<file path="config.mk">
export PLATFORM = sky130hd
export DESIGN_NAME = pfr_port_f
export DESIGN_NICKNAME = d
export VERILOG_FILES = /design/src/include/pfr_pkg.sv /design/src/rtl/pfr_sync.sv /design/src/rtl/pfr_port_f.sv
export VERILOG_INCLUDE_DIRS = /design/src /design/src/include
export SDC_FILE = /design/constraint.sdc
export NUM_CORES = 1
export LEC_CHECK = 0
export BUFFER_PORTS_ARGS = -buffer_cell sky130_fd_sc_hd__buf_4
export CAP_MARGIN = 20
export CORE_MARGIN = 10
export CORE_UTILIZATION = 30
export CTS_CLUSTER_SIZE = 25
export DETAILED_ROUTE_END_ITERATION = 10
export PLACE_DENSITY = 0.55
export SYNTH_ARGS = -nofsm -noshare
export SYNTH_HDL_FRONTEND = slang
export SYNTH_SLANG_ARGS = --single-unit
</file>
<file path="constraint.sdc">
create_clock -name aclk -period 5.2 [get_ports aclk]
set_clock_uncertainty 0.2 [all_clocks]
set_input_delay 1.3 -clock aclk [delete_from_list [all_inputs] [get_ports aclk]]
set_output_delay 1.3 -clock aclk [all_outputs]
set_load 0.02 [all_outputs]
</file>
<file path="src/include/pfr_defines.svh">
// register offsets, field positions and reset values of the port F and pin relocation block
// assumes a 32-bit AXI4-Lite slave with one aligned word per register
`ifndef PFR_DEFINES_SVH
`define PFR_DEFINES_SVH

`define PFR_ADDR_W         8
`define PFR_OFF_OUT_LATCH  8'h00
`define PFR_OFF_PIN_DIR    8'h04
`define PFR_OFF_IRQ_UPPER  8'h08
`define PFR_OFF_IRQ_LOWER  8'h0C
`define PFR_OFF_ROUTE_CTL  8'h10
`define PFR_PF_W           3
`define PFR_RST_3          3'h0
`define PFR_RST_8          8'h00
`define PFR_ROUTE_TMI0     7
`define PFR_ROUTE_TMI1     6
`define PFR_ROUTE_TMIX     5
`define PFR_ROUTE_TMIY     4
`define PFR_ROUTE_PWM_RELOCATION_SELECT     2
`define PFR_RESP_OKAY      2'h0
`define PFR_RESP_DECERR    2'h3

`endif

</file>
<file path="src/include/pfr_pkg.sv">
// types shared by the port F and pin relocation block
// assumes pfr_defines.svh gives the widths
`include "pfr_defines.svh"
package pfr_pkg;
  // port F pin drive as two wires per pin, out and active-low oe_n
  typedef struct packed {
    logic [`PFR_PF_W-1:0] out;
    logic [`PFR_PF_W-1:0] oe_n;
  } pfr_pin_drive_t;

  // pwm channels from the timer
  typedef struct packed {
    logic [`PFR_PF_W-1:0] wave;
    logic [`PFR_PF_W-1:0] enable;
  } pfr_pwm_t;

  // routed timer clock inputs
  typedef struct packed {
    logic tmi0;
    logic tmi1;
    logic tmix;
    logic tmiy;
  } pfr_tmi_t;
endpackage : pfr_pkg

</file>
<file path="src/rtl/pfr_sync.sv">
// two-flop synchroniser, one per bit
// assumes d comes from outside the aclk domain
`timescale 1ns/10ps
module pfr_sync #(
  parameter int W = 1
) (
  // clock, reset, enable
  input  wire logic         aclk,
  input  wire logic         aresetn,
  input  wire logic         ce,
  // data
  input  wire logic [W-1:0] d,
  output logic      [W-1:0] q
);
  logic [W-1:0] meta_r;

  // first stage feeds only the second stage
  always_ff @(posedge aclk) begin
    if (!aresetn) begin
      meta_r <= '0;
      q      <= '0;
    end else if (ce) begin
      meta_r <= d;
      q      <= meta_r;
    end
  end
endmodule : pfr_sync

</file>
<file path="src/rtl/pfr_port_f.sv">
// port F general port, pwm pin sharing and peripheral pin relocation
// assumes an AXI4-Lite master, pins resolved outside from out/oe_n
//
// Our own choices: the placing of the registers and the AXI4-Lite slave port.
`timescale 1ns/10ps
`include "pfr_defines.svh"
module pfr_port_f (
  // clock, reset, enable
  input  wire logic                  aclk,
  input  wire logic                  aresetn,
  input  wire logic                  ce,
  // axi4-lite write address and data
  input  wire logic [`PFR_ADDR_W-1:0] s_axi_awaddr,
  input  wire logic                  s_axi_awvalid,
  output logic                       s_axi_awready,
  input  wire logic [31:0]           s_axi_wdata,
  input  wire logic [3:0]            s_axi_wstrb,
  input  wire logic                  s_axi_wvalid,
  output logic                       s_axi_wready,
  output logic [1:0]                 s_axi_bresp,
  output logic                       s_axi_bvalid,
  input  wire logic                  s_axi_bready,
  // axi4-lite read
  input  wire logic [`PFR_ADDR_W-1:0] s_axi_araddr,
  input  wire logic                  s_axi_arvalid,
  output logic                       s_axi_arready,
  output logic [31:0]                s_axi_rdata,
  output logic [1:0]                 s_axi_rresp,
  output logic                       s_axi_rvalid,
  input  wire logic                  s_axi_rready,
  // port F pins
  input  wire logic [2:0]            port_f_in,
  output pfr_pkg::pfr_pin_drive_t    port_f_drive,
  // pwm timer side
  input  pfr_pkg::pfr_pwm_t          pwm_in,
  output logic [2:0]                 port1_pwm_out,
  output logic [2:0]                 port1_pwm_en,
  // pins for relocation
  input  wire logic [7:0]            port4_in,
  input  wire logic [7:0]            port5_in,
  input  wire logic [7:0]            port7_in,
  input  wire logic [7:0]            port8_in,
  // routed peripheral inputs
  output logic [15:0]                relocated_interrupt_in,
  output pfr_pkg::pfr_tmi_t          timer_clock_in
);
  logic [2:0]  port_f_output_latch_r;
  logic [2:0]  port_f_direction_r;
  logic [15:8] irq_route_upper_r;
  logic [7:0]  irq_route_lower_r;
  logic [7:0]  timer_pwm_route_control_r;
  logic [2:0]  pf_sync;
  logic [7:0]  p4_s, p5_s, p7_s, p8_s;
  logic        aw_held_r, w_held_r;
  logic [`PFR_ADDR_W-1:0] aw_addr_r;
  logic [31:0] wdata_r;
  logic [3:0]  wstrb_r;
  logic        wr_go;
  logic        pwm_sel;

  // pins come from outside, so every pin read passes two flops
  pfr_sync #(.W(35)) u_sync (
    .aclk    (aclk),
    .aresetn (aresetn),
    .ce      (ce),
    .d       ({port_f_in, port4_in, port5_in, port7_in, port8_in}),
    .q       ({pf_sync, p4_s, p5_s, p7_s, p8_s})
  );

  // address and data channels taken separately, in either order
  assign s_axi_awready = !aw_held_r && !s_axi_bvalid;
  assign s_axi_wready  = !w_held_r && !s_axi_bvalid;
  assign wr_go         = aw_held_r && w_held_r && !s_axi_bvalid;

  always_ff @(posedge aclk) begin
    if (!aresetn) begin
      aw_held_r <= 1'b0;
      aw_addr_r <= '0;
    end else if (ce) begin
      if (s_axi_awvalid && s_axi_awready) begin
        aw_held_r <= 1'b1;
        aw_addr_r <= s_axi_awaddr;
      end else if (wr_go) begin
        aw_held_r <= 1'b0;
      end
    end
  end

  always_ff @(posedge aclk) begin
    if (!aresetn) begin
      w_held_r <= 1'b0;
      wdata_r  <= '0;
      wstrb_r  <= '0;
    end else if (ce) begin
      if (s_axi_wvalid && s_axi_wready) begin
        w_held_r <= 1'b1;
        wdata_r  <= s_axi_wdata;
        wstrb_r  <= s_axi_wstrb;
      end else if (wr_go) begin
        w_held_r <= 1'b0;
      end
    end
  end

  // write response, decode error for unmapped words
  always_ff @(posedge aclk) begin
    if (!aresetn) begin
      s_axi_bvalid <= 1'b0;
      s_axi_bresp  <= `PFR_RESP_OKAY;
    end else if (ce) begin
      if (wr_go) begin
        s_axi_bvalid <= 1'b1;
        unique case (aw_addr_r)
          `PFR_OFF_OUT_LATCH, `PFR_OFF_PIN_DIR, `PFR_OFF_IRQ_UPPER,
          `PFR_OFF_IRQ_LOWER, `PFR_OFF_ROUTE_CTL: s_axi_bresp <= `PFR_RESP_OKAY;
          default:                                s_axi_bresp <= `PFR_RESP_DECERR;
        endcase
      end else if (s_axi_bready) begin
        s_axi_bvalid <= 1'b0;
      end
    end
  end

  // register stores; only bits 2..0 of latch and direction exist
  always_ff @(posedge aclk) begin
    if (!aresetn) begin
      port_f_output_latch_r <= `PFR_RST_3;
    end else if (ce && wr_go && aw_addr_r == `PFR_OFF_OUT_LATCH && wstrb_r[0]) begin
      port_f_output_latch_r <= wdata_r[2:0];
    end
  end

  always_ff @(posedge aclk) begin
    if (!aresetn) begin
      port_f_direction_r <= `PFR_RST_3;
    end else if (ce && wr_go && aw_addr_r == `PFR_OFF_PIN_DIR && wstrb_r[0]) begin
      port_f_direction_r <= wdata_r[2:0];
    end
  end

  always_ff @(posedge aclk) begin
    if (!aresetn) begin
      irq_route_upper_r <= `PFR_RST_8;
    end else if (ce && wr_go && aw_addr_r == `PFR_OFF_IRQ_UPPER && wstrb_r[1]) begin
      irq_route_upper_r <= wdata_r[15:8];
    end
  end

  always_ff @(posedge aclk) begin
    if (!aresetn) begin
      irq_route_lower_r <= `PFR_RST_8;
    end else if (ce && wr_go && aw_addr_r == `PFR_OFF_IRQ_LOWER && wstrb_r[0]) begin
      irq_route_lower_r <= wdata_r[7:0];
    end
  end

  // reserved bits 3, 1, 0 are stored as written
  always_ff @(posedge aclk) begin
    if (!aresetn) begin
      timer_pwm_route_control_r <= `PFR_RST_8;
    end else if (ce && wr_go && aw_addr_r == `PFR_OFF_ROUTE_CTL && wstrb_r[0]) begin
      timer_pwm_route_control_r <= wdata_r[7:0];
    end
  end

  // read channel; one read at a time, answer one cycle after arvalid
  assign s_axi_arready = !s_axi_rvalid;

  always_ff @(posedge aclk) begin
    if (!aresetn) begin
      s_axi_rvalid <= 1'b0;
      s_axi_rdata  <= '0;
      s_axi_rresp  <= `PFR_RESP_OKAY;
    end else if (ce) begin
      if (s_axi_arvalid && s_axi_arready) begin
        s_axi_rvalid <= 1'b1;
        s_axi_rresp  <= `PFR_RESP_OKAY;
        unique case (s_axi_araddr)
          // undefined upper bits are given as zero
          `PFR_OFF_OUT_LATCH: s_axi_rdata <= {29'h0, port_f_output_latch_r};
          `PFR_OFF_PIN_DIR:   s_axi_rdata <= {29'h0, pf_sync};
          `PFR_OFF_IRQ_UPPER: s_axi_rdata <= {16'h0, irq_route_upper_r, 8'h00};
          `PFR_OFF_IRQ_LOWER: s_axi_rdata <= {24'h0, irq_route_lower_r};
          `PFR_OFF_ROUTE_CTL: s_axi_rdata <= {24'h0, timer_pwm_route_control_r};
          default: begin
            s_axi_rdata <= '0;
            s_axi_rresp <= `PFR_RESP_DECERR;
          end
        endcase
      end else if (s_axi_rready) begin
        s_axi_rvalid <= 1'b0;
      end
    end
  end

  // pin drive: pwm when selected and enabled, else general port
  assign pwm_sel = timer_pwm_route_control_r[`PFR_ROUTE_PWM_RELOCATION_SELECT];

  genvar n;
  generate
    for (n = 0; n < `PFR_PF_W; n++) begin : g_pin
      logic pwm_pin;
      assign pwm_pin = pwm_sel && pwm_in.enable[n];
      always_ff @(posedge aclk) begin
        if (!aresetn) begin
          port_f_drive.out[n]  <= 1'b0;
          port_f_drive.oe_n[n] <= 1'b1;
          port1_pwm_out[n]     <= 1'b0;
          port1_pwm_en[n]      <= 1'b0;
        end else if (ce) begin
          port_f_drive.out[n]  <= pwm_pin ? pwm_in.wave[n] : port_f_output_latch_r[n];
          port_f_drive.oe_n[n] <= !(pwm_pin || port_f_direction_r[n]);
          port1_pwm_out[n]     <= pwm_in.wave[n];
          port1_pwm_en[n]      <= !pwm_sel && pwm_in.enable[n];
        end
      end
    end
  endgenerate

  // relocated peripheral inputs
  always_ff @(posedge aclk) begin
    if (!aresetn) begin
      relocated_interrupt_in <= '0;
      timer_clock_in         <= '0;
    end else if (ce) begin
      for (int i = 8; i < 16; i++) begin
        relocated_interrupt_in[i] <= irq_route_upper_r[i] ? p8_s[i-8] : p5_s[i-8];
      end
      for (int i = 2; i < 8; i++) begin
        relocated_interrupt_in[i] <= irq_route_lower_r[i] ? p7_s[i] : p4_s[i];
      end
      relocated_interrupt_in[1:0] <= p4_s[1:0];
      timer_clock_in.tmi0 <= timer_pwm_route_control_r[`PFR_ROUTE_TMI0] ? p8_s[4] : p4_s[0];
      timer_clock_in.tmi1 <= timer_pwm_route_control_r[`PFR_ROUTE_TMI1] ? p8_s[5] : p4_s[1];
      timer_clock_in.tmix <= timer_pwm_route_control_r[`PFR_ROUTE_TMIX] ? p8_s[6] : p4_s[4];
      timer_clock_in.tmiy <= timer_pwm_route_control_r[`PFR_ROUTE_TMIY] ? p8_s[7] : p4_s[5];
    end
  end
endmodule : pfr_port_f

</file>
Word-level counts from Yosys, hierarchy flattened:

Index checks and enable logic that the tools add are counted.

* add/sub/neg operators: 0
* multipliers: 0
* divide/modulo/power cells: 0
* $lt $le $gt $ge: 0
* equal/unequal tests: 8
* shifts and indexed selects: 0
* multiplexer cells: 31
* bitwise gates (word level): 0
* reduce and logical (&&, ||, !) cells: 51

Operators by type and width (number)
* 16-bit case mux with 5 select lines: 1
* 8-bit by 4-bit == test with 1-bit output, second input constant: 4
* 1-bit 2-to-1 mux: 28
* 1-bit logical AND: 24
* 8-bit by 3-bit == test with 1-bit output, second input constant: 2
* 8-bit by 5-bit == test with 1-bit output, second input constant: 2
* 8-bit logical NOT: 2
* 2-bit AND reduction: 8
* 5-bit OR reduction: 2
* 1-bit logical NOT: 8
* 2-bit nonzero test: 4
* 2-bit 2-to-1 mux: 2
* 1-bit logical OR: 3

* bits in registers: 198
* bits in latches: 0
* RAM bits: 0
* bits in read-only memories: 0
* bits of input ports: 101
* output and inout port bits: 73
* word-level logic and storage cells: 124
* memories kept: 0

Longest topological paths before layout:

* word-level depth: 5
* depth in mapped cells: 6

Hierarchy:

Synthesis repeated with hierarchy kept, for this count alone.

* cell total of the unflattened synthesis: 736
* area, all modules: 7323.3 um2

By module, submodules not included
* pfr_port_f: times used 1, cells each 511, area an instance 4640.7 um2, sequential area each 2202.1 um2
* pfr_sync: times used 1, cells each 225, area an instance 2682.6 um2, sequential area each 1401.3 um2

Least setup slack after synthesis:

OpenSTA, ideal clock, no wires.

* path kind: in2reg
* from: input s_axi_araddr[7]
* to: register s_axi_rdata[3]
* setup time: 0.068 ns
* arrival: 2.633 ns
* path slack: 2.298 ns
* stages on the path: 4
* cell sequence: or4_4 > or4b_4 > buf_6 > o2bb2ai_2

* longest elaborated chain between the ends: 2

RTL lines
* from (decl): line pfr_port_f.sv:24 `` input wire logic [`PFR_ADDR_W-1:0] s_axi_araddr, ``
* 8-bit by 5-bit == test with 1-bit output, or another cell as far along: line pfr_port_f.sv:178 `unique case (s_axi_araddr)`
* 16-bit case mux with 5 select lines *: line pfr_port_f.sv:178
* to (signal assigned): line pfr_port_f.sv:180 `` `PFR_OFF_OUT_LATCH: s_axi_rdata <= {29'h0, port_f_output_latch_r}; ``
* to (signal assigned): line pfr_port_f.sv:181 `` `PFR_OFF_PIN_DIR: s_axi_rdata <= {29'h0, pf_sync}; ``
* to (signal assigned): line pfr_port_f.sv:182 `` `PFR_OFF_IRQ_UPPER: s_axi_rdata <= {16'h0, irq_route_upper_r, 8'h00}; ``
* to (decl): line pfr_port_f.sv:27 `output logic [31:0] s_axi_rdata,`

Every way passes the cells marked *; elsewhere a longest branch is shown, timed or not.
A chain may end at the register's enable or synchronous reset.

==> results by group <==
Pwr
  • Pwr/cell area: 349.8 nW/um^2
  • Total chip power: 0.003041 W
  • Lkg Pwr: 3.709 nW
  • Internal: 0.002325 W
  • Flop pwr share: 46.9%
  • Clk pwr share: 44.6%
  • Combinational Power Share: 8.6%
  • Net Switching: 0.0007155 W
  • Switching share of power: 23.53%
  • Maximum vdd drop: 0.1900 mV

Layout
  • Layout Nets: 912
  • Commonest non-fill, non-tap cell in the layout: dfxtp_1
  • Share of cells above drive strength 1: 23.18%
  • Final non-filler cell total: 1,109
  • Most frequent cells in the layout: dfxtp_1 (176), buf_4 (140), mux2i_1 (130)
  • P&R area growth vs syn: 26.12%
  • Antenna cells: 0

Yosys
  • Sequential element share of the synthesized area: 51.12%
  • Yosys warnings: 0
  • Synth area leaders: dfxtp_1 (51%), mux2i_1 (19%), nor2_1 (6.2%), nand2_1 (5.1%), a211oi_1 (2.3%)
  • Top_reg_cell synth: dfxtp_1
  • Synthesized area: 6893 um^2
  • Async set or reset register ratio after synthesis: 0%
  • Yosys reg bits: 176
  • Synthesized area per cell: 9.847 um^2
  • Post-synth EDFFs: 0
  • Gate Count Post-Synth: 700
  • Unique masters post-synth: 39
  • Synth top area share: 51.12%
  • Synth area leader: dfxtp_1

Floorplan
  • Die span in x: 171.6 um
  • IO Pins: 174
  • Die area: 29,440 um^2
  • Die Height: 171.6 um
  • Row cnt: 55
  • Core area: 22,640 um^2
  • Starting Density: 30.44%

Setup path
  • Critical Path Fanout Max: 79
  • CP Launch Type: input pin
  • Worst Path Class, Setup: in2reg
  • CP endpoint kind: flip-flop
  • Critical path arrival: 3.07 ns
  • Critical Path RT: 5.33 ns

STA
  • Worst Tran Pin Value: 1.116 ns
  • Rel. slew slack: 25.63%
  • Final period util: 56.56%
  • Max Slew Vio Count: 0
  • Final setup margin: 2.259 ns
  • RSZ-0062 raised after global routing: false
  • Endpoints failing hold: 0
  • Final setup viols: 0
  • Total Neg Setup Slack: 0 ns
  • Minimum clock period: 2.941 ns
  • Max frequency: 340.0 MHz

CTS
  • Clock Sinks: 176
  • H-tree levels: 4
  • Cts repair resizes: 0
  • CTS tree: built
  • Clk Latency, worst-skew pair: 0.43 ns
  • # hold bufs at CTS: 0
  • Post-CTS Setup Bufs: 0
  • Clock buffer depth: 2
  • Root Driver: clkbuf_16
  • Clock slew at reported path FFs: 0.07 ns
  • Num CTS Buffers: 17

Drt
  • ANT nets after route: 0
  • Drt pass-1 iters: 4
  • WL/cell: 16.19 um
  • DRC Markers: 0
  • Routed vias/inst: 4.585
  • 1st-iter DRT viols: 171
  • Final wirelength: 17,960 um
  • Via Count: 5,085

Global routing
  • First-pass GRT wire length: 27,680 um
  • GR Overflow Total: 0
  • Pin count of the biggest net entering global routing: 84
  • Vias in the first global route: 5,016
  • Initial antenna violation count: 0
  • Total track usage: 12.07%

Job
  • Max cap viols: 0

Placement
  • Pre-CTS WS: 1.786 ns
  • DP HPWL: 12,710 um
  • Placer Congestion: 0.7191
  • Cells after DPL: 1,077
  • Port bufs: 137

Status
  • Status: completed

Hold path
  • HP Class: reg2reg
## power by group through the flow
stage          combinational (W)  clock, W  sequential (W)
5_1_grt                 0.000288   0.00145         0.00143
3_5_place_dp            0.000263         0         0.00146
3_3_place_gp            0.000262         0         0.00145
6_report                0.000260   0.00136         0.00142
4_1_cts                 0.000264   0.00139         0.00142
2_1_floorplan           0.000154         0         0.00146
## cell families (layout without fill, tap and decap cells)
| kind of cell | count (synthesis) | count (layout) | synth area share, % |
|---|---|---|---|
| other cells | 1 | 16 | 0.05440 |
| buf+inv | 66 | 175 | 4.901 |
| mux | 133 | 133 | 19.37 |
| compound gates | 79 | 79 | 8.459 |
| simple gates | 245 | 245 | 16.10 |
| flops | 176 | 176 | 51.12 |
## path summary, 6_finish.rpt
| check | depth (start not counted) | end | from | slack, ns |
|---|---|---|---|---|
| max reg2reg | 3 | irq_route_lower_r[6]$_SDFFE_PN0P_ | aw_addr_r[7]$_SDFFE_PN0P_ | 2.95 |
| max | 4 | relocated_interrupt_in[12]$_SDFFE_PN0P_ | ce | 2.26 |
| min | 2 | wstrb_r[1]$_SDFFE_PN0P_ | wstrb_r[1]$_SDFFE_PN0P_ | 0.25 |
| min reg2reg | 2 | wstrb_r[1]$_SDFFE_PN0P_ | wstrb_r[1]$_SDFFE_PN0P_ | 0.25 |
## sequential cells by signal, summed over array words and instances (netlist names), 2 cells and up
register / flops
aw_addr_r: 8
irq_route_lower_r: 8
irq_route_upper_r: 8
port1_pwm_en: 3
port1_pwm_out: 3
port_f_direction_r: 3
port_f_drive: 6
port_f_output_latch_r: 3
relocated_interrupt_in: 16
s_axi_rdata: 16
timer_clock_in: 4
timer_pwm_route_control_r: 8
u_sync.meta_r: 33
u_sync.q: 33
wdata_r: 16
wstrb_r: 2
## worst max-delay path, cell delays in order
cell	delay (ns)
buf_6	0.37
buf_4	0.92
nor2_1	0.13
a211oi_1	0.25
## per-layer routing
metal,up-vias,global-route usage (%),routed length (um)
li1,2605,-,-
met1,2368,14.73,8243
met2,102,19.54,8377
met3,10,4.378,1192
met4,0,3.403,145
met5,-,0,0
## through the flow
stage          util [%]  area, um^2  hold slack [ns]
2_1_floorplan         -        6949           0.2312
3_3_place_gp      35.57        8054           0.2397
3_5_place_dp      35.61        8061           0.2440
4_1_cts           38.40        8693           0.2541
5_1_grt           38.40        8693           0.2687
6_report          38.40        8693           0.2521
## area by class of cell
cell class                 instances  area, um^2
clock buffer                      21       480.5
fill                            2257       13950
inverter                           2       10.01
tap                              285       356.6
sequential                       176        3523
timing repair buffer             141        1062
clock inverter                    11       151.4
multi-input combinational        473        3109
## synthesized netlist by cell type (all sizes together), types with 2 or more instances
library cell / count
nor2b: 5
a22o: 8
a21oi: 29
a22oi: 5
mux2i: 130
and3b: 2
a211oi: 21
nand2: 93
nor4bb: 8
nand4: 4
buf: 36
o21ai: 4
inv: 2
o2bb2ai: 8
clkbuf: 28
dfxtp: 176
nand3: 3
a311oi: 3
and4b: 5
nor2: 113
mux2: 3
Power figures use the tool's default switching activity.
